[config.mk]
export PLATFORM = sky130hd
export DESIGN_NAME = rls_sync_status
export DESIGN_NICKNAME = d
export VERILOG_FILES = /design/src/rls_pkg.sv /design/src/rls_lane_track.sv /design/src/rls_sync_status.sv
export VERILOG_INCLUDE_DIRS = /design/src
export SDC_FILE = /design/constraint.sdc
export NUM_CORES = 2
export LEC_CHECK = 0
export ABC_CLOCK_PERIOD_IN_PS = 26200
export BUFFER_PORTS_ARGS = -buffer_cell sky130_fd_sc_hd__buf_2
export CORE_MARGIN = 2
export CORE_UTILIZATION = 60
export DETAILED_ROUTE_END_ITERATION = 10
export PLACE_DENSITY = 0.79
export SETUP_SLACK_MARGIN = 0.1
export SLEW_MARGIN = 40
export SYNTH_ARGS = -nofsm -noshare
export SYNTH_HDL_FRONTEND = slang
export SYNTH_SLANG_ARGS = --single-unit
[constraint.sdc]
create_clock -name clk -period 26.2 [get_ports clk]
set_clock_uncertainty 0.1 [all_clocks]
set_input_delay 3.93 -clock clk [delete_from_list [all_inputs] [get_ports clk]]
set_output_delay 3.93 -clock clk [all_outputs]
set_load 0.05 [all_outputs]
[src/rls_defines.svh]
// constants for the receive lane sync status block
//
// Operation
// - Each of the 20 lanes drives its own 2-bit count of sync header framing errors.
// - Each lane count has a 1-bit valid strobe and is meaningful only while that strobe is 1.
// - The combined local fault output is high one cycle after the internal or the received fault is high.
// - A 20-bit level vector shows per lane that word lock is held and a lane marker was received.
// - A 20-bit level vector flags per lane a lock loss by header errors or a marker never seen.
// - A 20-bit vector flags per lane markers off the configured interval, held until spacing is good.
// - A 20-bit vector flags per lane four consecutive marker errors, held until the errors stop.
// - A valid count is an increment that may change every cycle, for a per-lane counter outside.
`ifndef RLS_DEFINES_SVH
`define RLS_DEFINES_SVH

// ----------------------------------------------------------------
// sizes
// ----------------------------------------------------------------
`define RLS_NUM_LANES    20
`define RLS_FERR_W       2
`define RLS_INTV_W       16
`define RLS_REP_W        3
`define RLS_REP_LIMIT    3'h4
`define RLS_ADDR_W       8

// ----------------------------------------------------------------
// register map and reset values
// ----------------------------------------------------------------
`define RLS_REG_CTRL     8'h00
`define RLS_REG_SYNCED   8'h04
`define RLS_REG_SYNCERR  8'h08
`define RLS_REG_SPACING  8'h0C
`define RLS_REG_REPEAT   8'h10
`define RLS_REG_IRQ_ST   8'h14
`define RLS_REG_IRQ_MASK 8'h18
`define RLS_REG_FAULT    8'h1C
`define RLS_INTV_RST     16'h3FFF
`define RLS_IRQ_W        4
`define RLS_IRQ_MASK_RST 4'h0

// ----------------------------------------------------------------
// interrupt status bit positions
// ----------------------------------------------------------------
`define RLS_IRQ_SYNCERR  0
`define RLS_IRQ_SPACING  1
`define RLS_IRQ_REPEAT   2
`define RLS_IRQ_FAULT    3

`endif

[src/rls_pkg.sv]
// types shared by the receive lane sync status block
package rls_pkg;

    // per-lane word lock tracking
    typedef enum logic [1:0] {
        RLS_HUNT,
        RLS_WAIT_MARK,
        RLS_SYNCED
    } rls_lane_state_e;

endpackage

[src/rls_lane_track.sv]
// per-lane lock, marker spacing and framing error tracker
`include "rls_defines.svh"

module rls_lane_track #(
    parameter int INTV_W = `RLS_INTV_W
) (
    // clock and reset
    input  wire logic              clk,
    input  wire logic              rst,
    // lane decoder side
    input  wire logic              lock_in,
    input  wire logic              word_in,
    input  wire logic              marker_in,
    input  wire logic              marker_bad_in,
    input  wire logic [1:0]        ferr_cnt_in,
    input  wire logic              ferr_stb_in,
    // configuration
    input  wire logic [INTV_W-1:0] marker_interval_setting,
    // status
    output logic [1:0]             ferr_value,
    output logic                   ferr_valid,
    output logic                   synced,
    output logic                   sync_err,
    output logic                   marker_spacing_error,
    output logic                   marker_repeat_error
);

    rls_pkg::rls_lane_state_e  st_r, st_nxt;
    logic [INTV_W-1:0]         wcnt_r, wcnt_nxt;
    logic [`RLS_REP_W-1:0]     rep_r, rep_nxt;
    logic [1:0]                fval_r, fval_nxt;
    logic                      fvld_r, fvld_nxt;
    logic                      serr_r, serr_nxt;
    logic                      spc_r, spc_nxt;
    logic                      rep_err_r, rep_err_nxt;
    logic                      late;
    logic                      off;

    always_comb begin
        st_nxt      = st_r;
        wcnt_nxt    = wcnt_r;
        rep_nxt     = rep_r;
        serr_nxt    = serr_r;
        spc_nxt     = spc_r;
        // count valid only with its strobe, same cycle
        fvld_nxt    = ferr_stb_in;
        fval_nxt    = ferr_stb_in ? ferr_cnt_in : 2'h0;
        late = word_in && !marker_in && (wcnt_r == marker_interval_setting);
        off  = marker_in && (wcnt_r != marker_interval_setting);
        if (word_in) begin
            if (marker_in) begin
                wcnt_nxt = '0;
            end else if (wcnt_r != '1) begin
                wcnt_nxt = wcnt_r + 1'b1;
            end
        end
        case (st_r)
            rls_pkg::RLS_HUNT: begin
                if (lock_in) begin
                    st_nxt   = rls_pkg::RLS_WAIT_MARK;
                    wcnt_nxt = '0;
                end
            end
            rls_pkg::RLS_WAIT_MARK: begin
                if (!lock_in) begin
                    st_nxt   = rls_pkg::RLS_HUNT;
                    serr_nxt = 1'b1;
                end else if (marker_in && word_in && !marker_bad_in) begin
                    st_nxt   = rls_pkg::RLS_SYNCED;
                    serr_nxt = 1'b0;
                end else if (late) begin
                    serr_nxt = 1'b1;
                end
            end
            rls_pkg::RLS_SYNCED: begin
                if (!lock_in) begin
                    st_nxt   = rls_pkg::RLS_HUNT;
                    serr_nxt = 1'b1;
                    spc_nxt  = 1'b0;
                    rep_nxt  = '0;
                end else if (word_in && (off || late || (marker_in && marker_bad_in))) begin
                    if (off || late) begin
                        spc_nxt = 1'b1;
                    end
                    if (rep_r != `RLS_REP_LIMIT) begin
                        rep_nxt = rep_r + 1'b1;
                    end
                end else if (word_in && marker_in) begin
                    spc_nxt = 1'b0;
                    rep_nxt = '0;
                end
            end
            default: begin
                st_nxt = rls_pkg::RLS_HUNT;
            end
        endcase
        rep_err_nxt = (rep_nxt == `RLS_REP_LIMIT);
    end

    always_ff @(posedge clk or posedge rst) begin
        if (rst) begin
            st_r      <= rls_pkg::RLS_HUNT;
            wcnt_r    <= '0;
            rep_r     <= '0;
            fval_r    <= 2'h0;
            fvld_r    <= 1'b0;
            serr_r    <= 1'b0;
            spc_r     <= 1'b0;
            rep_err_r <= 1'b0;
        end else begin
            st_r      <= st_nxt;
            wcnt_r    <= wcnt_nxt;
            rep_r     <= rep_nxt;
            fval_r    <= fval_nxt;
            fvld_r    <= fvld_nxt;
            serr_r    <= serr_nxt;
            spc_r     <= spc_nxt;
            rep_err_r <= rep_err_nxt;
        end
    end

    assign ferr_value           = fval_r;
    assign ferr_valid           = fvld_r;
    assign synced               = (st_r == rls_pkg::RLS_SYNCED);
    assign sync_err             = serr_r;
    assign marker_spacing_error = spc_r;
    assign marker_repeat_error  = rep_err_r;

endmodule

[src/rls_sync_status.sv]
// receive lane sync status top with apb registers and interrupt
`include "rls_defines.svh"

module rls_sync_status #(
    parameter int LANES  = `RLS_NUM_LANES,
    parameter int INTV_W = `RLS_INTV_W
) (
    // clock and reset
    input  wire logic                 clk,
    input  wire logic                 rst,

    // apb slave
    input  wire logic                 psel,
    input  wire logic                 penable,
    input  wire logic                 pwrite,
    input  wire logic [`RLS_ADDR_W-1:0] paddr,
    input  wire logic [31:0]          pwdata,
    output logic [31:0]               prdata,
    output logic                      pready,
    output logic                      pslverr,

    // lane decoder and aligner side
    input  wire logic [LANES-1:0]     lane_lock,
    input  wire logic [LANES-1:0]     lane_word,
    input  wire logic [LANES-1:0]     lane_marker,
    input  wire logic [LANES-1:0]     lane_marker_bad,
    input  wire logic [2*LANES-1:0]   lane_ferr_cnt,
    input  wire logic [LANES-1:0]     lane_ferr_stb,

    // fault sources
    input  wire logic                 internal_local_fault,
    input  wire logic                 received_local_fault,

    // framing error increments, two bits per lane
    output logic [2*LANES-1:0]        framing_err,
    output logic [LANES-1:0]          framing_err_valid,

    // lane status vectors
    output logic [LANES-1:0]          lane_synced,
    output logic [LANES-1:0]          lane_sync_err,
    output logic [LANES-1:0]          marker_spacing_error,
    output logic [LANES-1:0]          marker_repeat_error,

    // combined fault and interrupt
    output logic                      local_fault,
    output logic                      irq
);

    // ----------------------------------------------------------------
    // declarations
    // ----------------------------------------------------------------
    logic [INTV_W-1:0]        intv_r, intv_nxt;
    logic [`RLS_IRQ_W-1:0]    irq_st_r, irq_st_nxt;
    logic [`RLS_IRQ_W-1:0]    irq_mask_r, irq_mask_nxt;
    logic [`RLS_IRQ_W-1:0]    events;
    logic [`RLS_IRQ_W-1:0]    rd_clr;
    logic [31:0]              rdata_r, rdata_nxt;
    logic                     err_r, err_nxt;
    logic                     lf_r, lf_nxt;
    logic                     any_serr_r, any_serr_nxt;
    logic                     any_spc_r, any_spc_nxt;
    logic                     any_rep_r, any_rep_nxt;
    logic                     setup;
    logic                     access;
    logic                     wr_en;
    logic                     rd_en;
    logic [LANES-1:0]         syn_w;
    logic [LANES-1:0]         serr_w;
    logic [LANES-1:0]         spc_w;
    logic [LANES-1:0]         rep_w;
    logic [2*LANES-1:0]       fval_w;
    logic [LANES-1:0]         fvld_w;

    // ----------------------------------------------------------------
    // per-lane trackers
    // ----------------------------------------------------------------
    genvar g;
    generate
        for (g = 0; g < LANES; g = g + 1) begin : g_lane
            rls_lane_track #(
                .INTV_W (INTV_W)
            ) u_lane (
                .clk                     (clk),
                .rst                     (rst),
                .lock_in                 (lane_lock[g]),
                .word_in                 (lane_word[g]),
                .marker_in               (lane_marker[g]),
                .marker_bad_in           (lane_marker_bad[g]),
                .ferr_cnt_in             (lane_ferr_cnt[2*g +: 2]),
                .ferr_stb_in             (lane_ferr_stb[g]),
                .marker_interval_setting (intv_r),
                .ferr_value              (fval_w[2*g +: 2]),
                .ferr_valid              (fvld_w[g]),
                .synced                  (syn_w[g]),
                .sync_err                (serr_w[g]),
                .marker_spacing_error    (spc_w[g]),
                .marker_repeat_error     (rep_w[g])
            );
        end
    endgenerate

    // one count field and one strobe per lane
    assign framing_err          = fval_w;
    assign framing_err_valid    = fvld_w;
    assign lane_synced          = syn_w;
    assign lane_sync_err        = serr_w;
    assign marker_spacing_error = spc_w;
    assign marker_repeat_error  = rep_w;

    // ----------------------------------------------------------------
    // apb decode
    // ----------------------------------------------------------------
    // zero wait states: every access completes in its first access cycle
    assign setup  = psel && !penable;
    assign access = psel && penable;
    assign wr_en  = access && pwrite && !err_r;
    assign rd_en  = access && !pwrite && !err_r;
    assign pready = 1'b1;

    // read data is captured in the setup cycle so it comes from a flop
    always_comb begin
        rdata_nxt = rdata_r;
        err_nxt   = err_r;
        if (setup) begin
            err_nxt   = 1'b0;
            rdata_nxt = 32'h0000_0000;
            case (paddr)
                `RLS_REG_CTRL: begin
                    rdata_nxt[INTV_W-1:0] = intv_r;
                end
                `RLS_REG_SYNCED: begin
                    rdata_nxt[LANES-1:0] = syn_w;
                end
                `RLS_REG_SYNCERR: begin
                    rdata_nxt[LANES-1:0] = serr_w;
                end
                `RLS_REG_SPACING: begin
                    rdata_nxt[LANES-1:0] = spc_w;
                end
                `RLS_REG_REPEAT: begin
                    rdata_nxt[LANES-1:0] = rep_w;
                end
                `RLS_REG_IRQ_ST: begin
                    rdata_nxt[`RLS_IRQ_W-1:0] = irq_st_r;
                end
                `RLS_REG_IRQ_MASK: begin
                    rdata_nxt[`RLS_IRQ_W-1:0] = irq_mask_r;
                end
                `RLS_REG_FAULT: begin
                    rdata_nxt[0] = lf_r;
                    rdata_nxt[1] = internal_local_fault;
                    rdata_nxt[2] = received_local_fault;
                end
                default: begin
                    err_nxt = 1'b1;
                end
            endcase
        end
    end

    always_ff @(posedge clk or posedge rst) begin
        if (rst) begin
            rdata_r <= 32'h0000_0000;
            err_r   <= 1'b0;
        end else begin
            rdata_r <= rdata_nxt;
            err_r   <= err_nxt;
        end
    end

    assign prdata  = rdata_r;
    assign pslverr = access && err_r;

    // ----------------------------------------------------------------
    // writable registers
    // ----------------------------------------------------------------
    always_comb begin
        intv_nxt     = intv_r;
        irq_mask_nxt = irq_mask_r;
        if (wr_en && paddr == `RLS_REG_CTRL) begin
            intv_nxt = pwdata[INTV_W-1:0];
        end
        if (wr_en && paddr == `RLS_REG_IRQ_MASK) begin
            irq_mask_nxt = pwdata[`RLS_IRQ_W-1:0];
        end
    end

    always_ff @(posedge clk or posedge rst) begin
        if (rst) begin
            intv_r     <= `RLS_INTV_RST;
            irq_mask_r <= `RLS_IRQ_MASK_RST;
        end else begin
            intv_r     <= intv_nxt;
            irq_mask_r <= irq_mask_nxt;
        end
    end

    // ----------------------------------------------------------------
    // local fault
    // ----------------------------------------------------------------
    always_comb begin
        lf_nxt = internal_local_fault || received_local_fault;
    end

    // ----------------------------------------------------------------
    // interrupt events and sticky status
    // ----------------------------------------------------------------
    always_comb begin
        any_serr_nxt = |serr_w;
        any_spc_nxt  = |spc_w;
        any_rep_nxt  = |rep_w;
        events                   = '0;
        events[`RLS_IRQ_SYNCERR] = any_serr_nxt && !any_serr_r;
        events[`RLS_IRQ_SPACING] = any_spc_nxt && !any_spc_r;
        events[`RLS_IRQ_REPEAT]  = any_rep_nxt && !any_rep_r;
        events[`RLS_IRQ_FAULT]   = lf_nxt && !lf_r;
        // only bits the read actually returned are cleared
        rd_clr = '0;
        if (rd_en && paddr == `RLS_REG_IRQ_ST) begin
            rd_clr = rdata_r[`RLS_IRQ_W-1:0];
        end
        // a new event wins over the clear in the same cycle
        irq_st_nxt = (irq_st_r & ~rd_clr) | events;
    end

    always_ff @(posedge clk or posedge rst) begin
        if (rst) begin
            irq_st_r   <= '0;
            lf_r       <= 1'b0;
            any_serr_r <= 1'b0;
            any_spc_r  <= 1'b0;
            any_rep_r  <= 1'b0;
        end else begin
            irq_st_r   <= irq_st_nxt;
            lf_r       <= lf_nxt;
            any_serr_r <= any_serr_nxt;
            any_spc_r  <= any_spc_nxt;
            any_rep_r  <= any_rep_nxt;
        end
    end

    assign local_fault = lf_r;
    assign irq         = |(irq_st_r & irq_mask_r);

endmodule

==> flow_summary.json <==
{
  "fmax_mhz": 118.0,
  "clock_sinks": 589,
  "cts-root-buf": "clkbuf_16",
  "ys_ff_latch": 589,
  "syn_inst": 3854,
  "end_kind": "primary output",
  "initialDrtViolationCount": 2888,
  "ys_seq_area_frac": 0.4169,
  "synth.most_common_cell": "dfrtp_1",
  "synth_largest_area_cell": "dfrtp_1",
  "route.met2.wl_mm": 43.64,
  "io_pins": 363,
  "die_y_um": 246.9,
  "hold_class": "flop to flop",
  "r2r-end": "g_lane[16].u_lane.marker_repeat_error",
  "critical_path.max_fanout": 4,
  "p_leak_nw": 17.45,
  "die-area_um2": 60960,
  "fin_crit_ps": 8471,
  "cts_buffers": 67,
  "grt_max_degree": 118,
  "crit_required_ps": 22170,
  "dr_wl_met3_mm": 10.48,
  "dpl.hpwl_mm": 66.09,
  "drive_gt1_frac": 0.1385,
  "synth_cell_type_count": 97,
  "synth_edf_count": 0,
  "cp-start-kind": "input pin",
  "via_per_inst": 6.131,
  "num_rows": 89,
  "syn_area_um2": 35400,
  "ys.flop_type": "dfrtp_1",
  "antenna_found_initial": 6,
  "yosys-top-cells-area": "dfrtp_1 (41%), xnor2_1 (7.5%), xor2_1 (5.1%), nor2_1 (4.3%), nand2_1 (3.1%)",
  "routed.top_layer": "met5",
  "clkLatencyLatePin_ps": 620,
  "final_nets": 4274,
  "ir_worst_vdd_mv": 0.05176,
  "synth_top_area_share": 0.4065,
  "postCtsHoldBufs": 0,
  "grt_use_total": 0.3187,
  "worstSetupEndpoint": "pslverr",
  "globalplace.congestion": 0.9727,
  "wl_per_cell_um": 20.16,
  "cp-startpoint": "penable",
  "postRouteAntennaNets": 0,
  "initial_utilization": 0.6032,
  "utilization": 0.6632,
  "synth.top_cells.by_count": "dfrtp_1 (575), nor2_1 (401), xnor2_1 (305)",
  "overflow": 0,
  "drt-total-wl_mm": 97.79,
  "crit_type": "input pin to primary output",
  "vias": 29730,
  "die_w_um": 246.9,
  "setup_viol": 0,
  "first_global_vias": 28070,
  "powerDensity_nw_per_um2": 61.24,
  "port_buffers": 333,
  "post-route-period-util": 0.3233,
  "cts_tree": "built",
  "wl_met1_mm": 38.90,
  "clk_pin_slew_ps": 60,
  "cap_violations": 0,
  "r2r_slack_ps": 22750,
  "cts.htree.levels": 3,
  "area_growth_pct": 9.949,
  "async_reset_ff_frac": 1.000,
  "cts_setup_buffers": 0,
  "worstReg2RegStart": "intv_r[3]",
  "grt_pass1_wl_mm": 152.5,
  "worst_pin_slew_ps": 954.2,
  "power_w": 0.002384,
  "ys_warn_count": 0,
  "cp_data_arrival_time_ps": 4440,
  "cts_resized": 0,
  "rsz0062_at_grt": "false",
  "hold_violations": 0,
  "r2r_cells": 8,
  "finalMaxSlewViolations": 0,
  "core-area_um2": 58690,
  "route.detailed.drc": 0,
  "status": "finished, final reports clean",
  "cts_buffer_depth": 3,
  "slew_headroom": 0.3580,
  "fin_tns_setup_ps": 0,
  "drt_pre_antenna_iters": 6,
  "syn_avg_cell_area_um2": 9.185
}
-- cells by family (layout without fill, tap and decap cells) --
| logic type | Yosys count | in the layout | synth area share |
|---|---|---|---|
| xor+xnor | 510 | 510 | 0.1262 |
| other cells | 2 | 17 | 0.0002121 |
| simple gates | 1545 | 1545 | 0.2270 |
| flops | 589 | 589 | 0.4169 |
| fa+ha+maj | 63 | 63 | 0.02227 |
| compound gates | 656 | 656 | 0.1225 |
| mux | 57 | 57 | 0.01774 |
| buf+inv | 432 | 640 | 0.06726 |
-- routing by layer --
layer	up-vias	GRT usage
met3	274	0.09019
met5	-	0
met4	8	0.1472
met2	1312	0.4894
met1	14340	0.4181
li1	13800	-
-- sequential cells by signal, indices dropped and copies added, names as in the netlist --
register                            flops
g_lane.u_lane.wcnt_r                  320
g_lane.u_lane.rep_r                    60
g_lane.u_lane.ferr_value               40
g_lane.u_lane.st_r                     40
g_lane.u_lane.ferr_valid               20
g_lane.u_lane.marker_repeat_error      20
g_lane.u_lane.marker_spacing_error     20
g_lane.u_lane.sync_err                 20
prdata                                 20
intv_r                                 16
irq_mask_r                              4
irq_st_r                                4
any_rep_r                               1
any_serr_r                              1
any_spc_r                               1
err_r                                   1
local_fault                             1
-- per-stage QoR --
step                setup WS, ps  cell area [um^2]  std cells  hold slack [ps]
floorplan                   5710             35440       3865            355.8
CTS                        17730             38890       4846            383.6
finish                     17730             38920       4850            380.8
detailed placement         17740             36610       4728            370.5
global placement           17740             36510       4726            367.3
global route               17690             38910       4846            421.1
-- placed cells by master, fill, tap and decap left out, types with 16 or more instances in the layout --
cell	netlist	layout
xnor2_1	305	305
o22ai_1	16	16
nor3b_1	20	20
nand2_1	297	297
and3_1	60	59
or3_1	38	38
clkbuf_8	0	16
and2_1	80	80
nor2_1	401	400
a21oi_1	177	177
ha_1	63	63
mux2i_1	29	29
a41oi_1	21	21
a21o_1	16	16
a211oi_1	26	26
buf_2	15	333
nand3_1	177	177
nand2b_1	42	42
clkbuf_16	0	68
and4_1	57	57
nor3_1	65	65
xor2_1	205	205
dfrtp_1	575	573
nor4_1	60	57
nand3b_1	17	17
a31oi_1	53	53
nor2b_1	49	48
nand4_1	136	136
inv_1	164	163
o21a_1	19	19
buf_4	116	17
mux2_2	25	25
o21ai_0	128	127
-- where the power goes --
part           internal [W]  switching, W  leakage, nW
sequential         0.000958     0.0000752         7.79
combinational      0.000125      0.000256         8.54
clock              0.000584      0.000387         1.11
total               0.00167      0.000718         17.4
-- cell type report --
cell class | count | area, um^2
Multi-Input combinational cell | 2844 | 18380
Sequential cell | 589 | 14780
Tap cell | 773 | 967.2
Antenna cell | 4 | 10.01
Timing Repair Buffer | 358 | 1884
Clock inverter | 23 | 312.8
Inverter | 164 | 628.1
Fill cell | 4653 | 19760
Clock buffer | 95 | 1963
-- worst max-delay path, cell delays in order --
cell and delay [ps]:
buf_2 110, and3_1 140, buf_2 250
-- worst min-delay path by stage --
| stage | startpoint | to | depth (start not counted) |
|---|---|---|---|
| after floorplan | err_r | err_r | 2 |
| after global placement | prdata[5] | prdata[5] | 2 |
| after detailed placement | prdata[5] | prdata[5] | 2 |
| after CTS | prdata[5] | prdata[5] | 2 |
| after global routing | g_lane[1].u_lane.rep_r[2] | g_lane[1].u_lane.rep_r[2] | 1 |
| final | prdata[5] | prdata[5] | 2 |
Power figures use the tool's default switching activity.
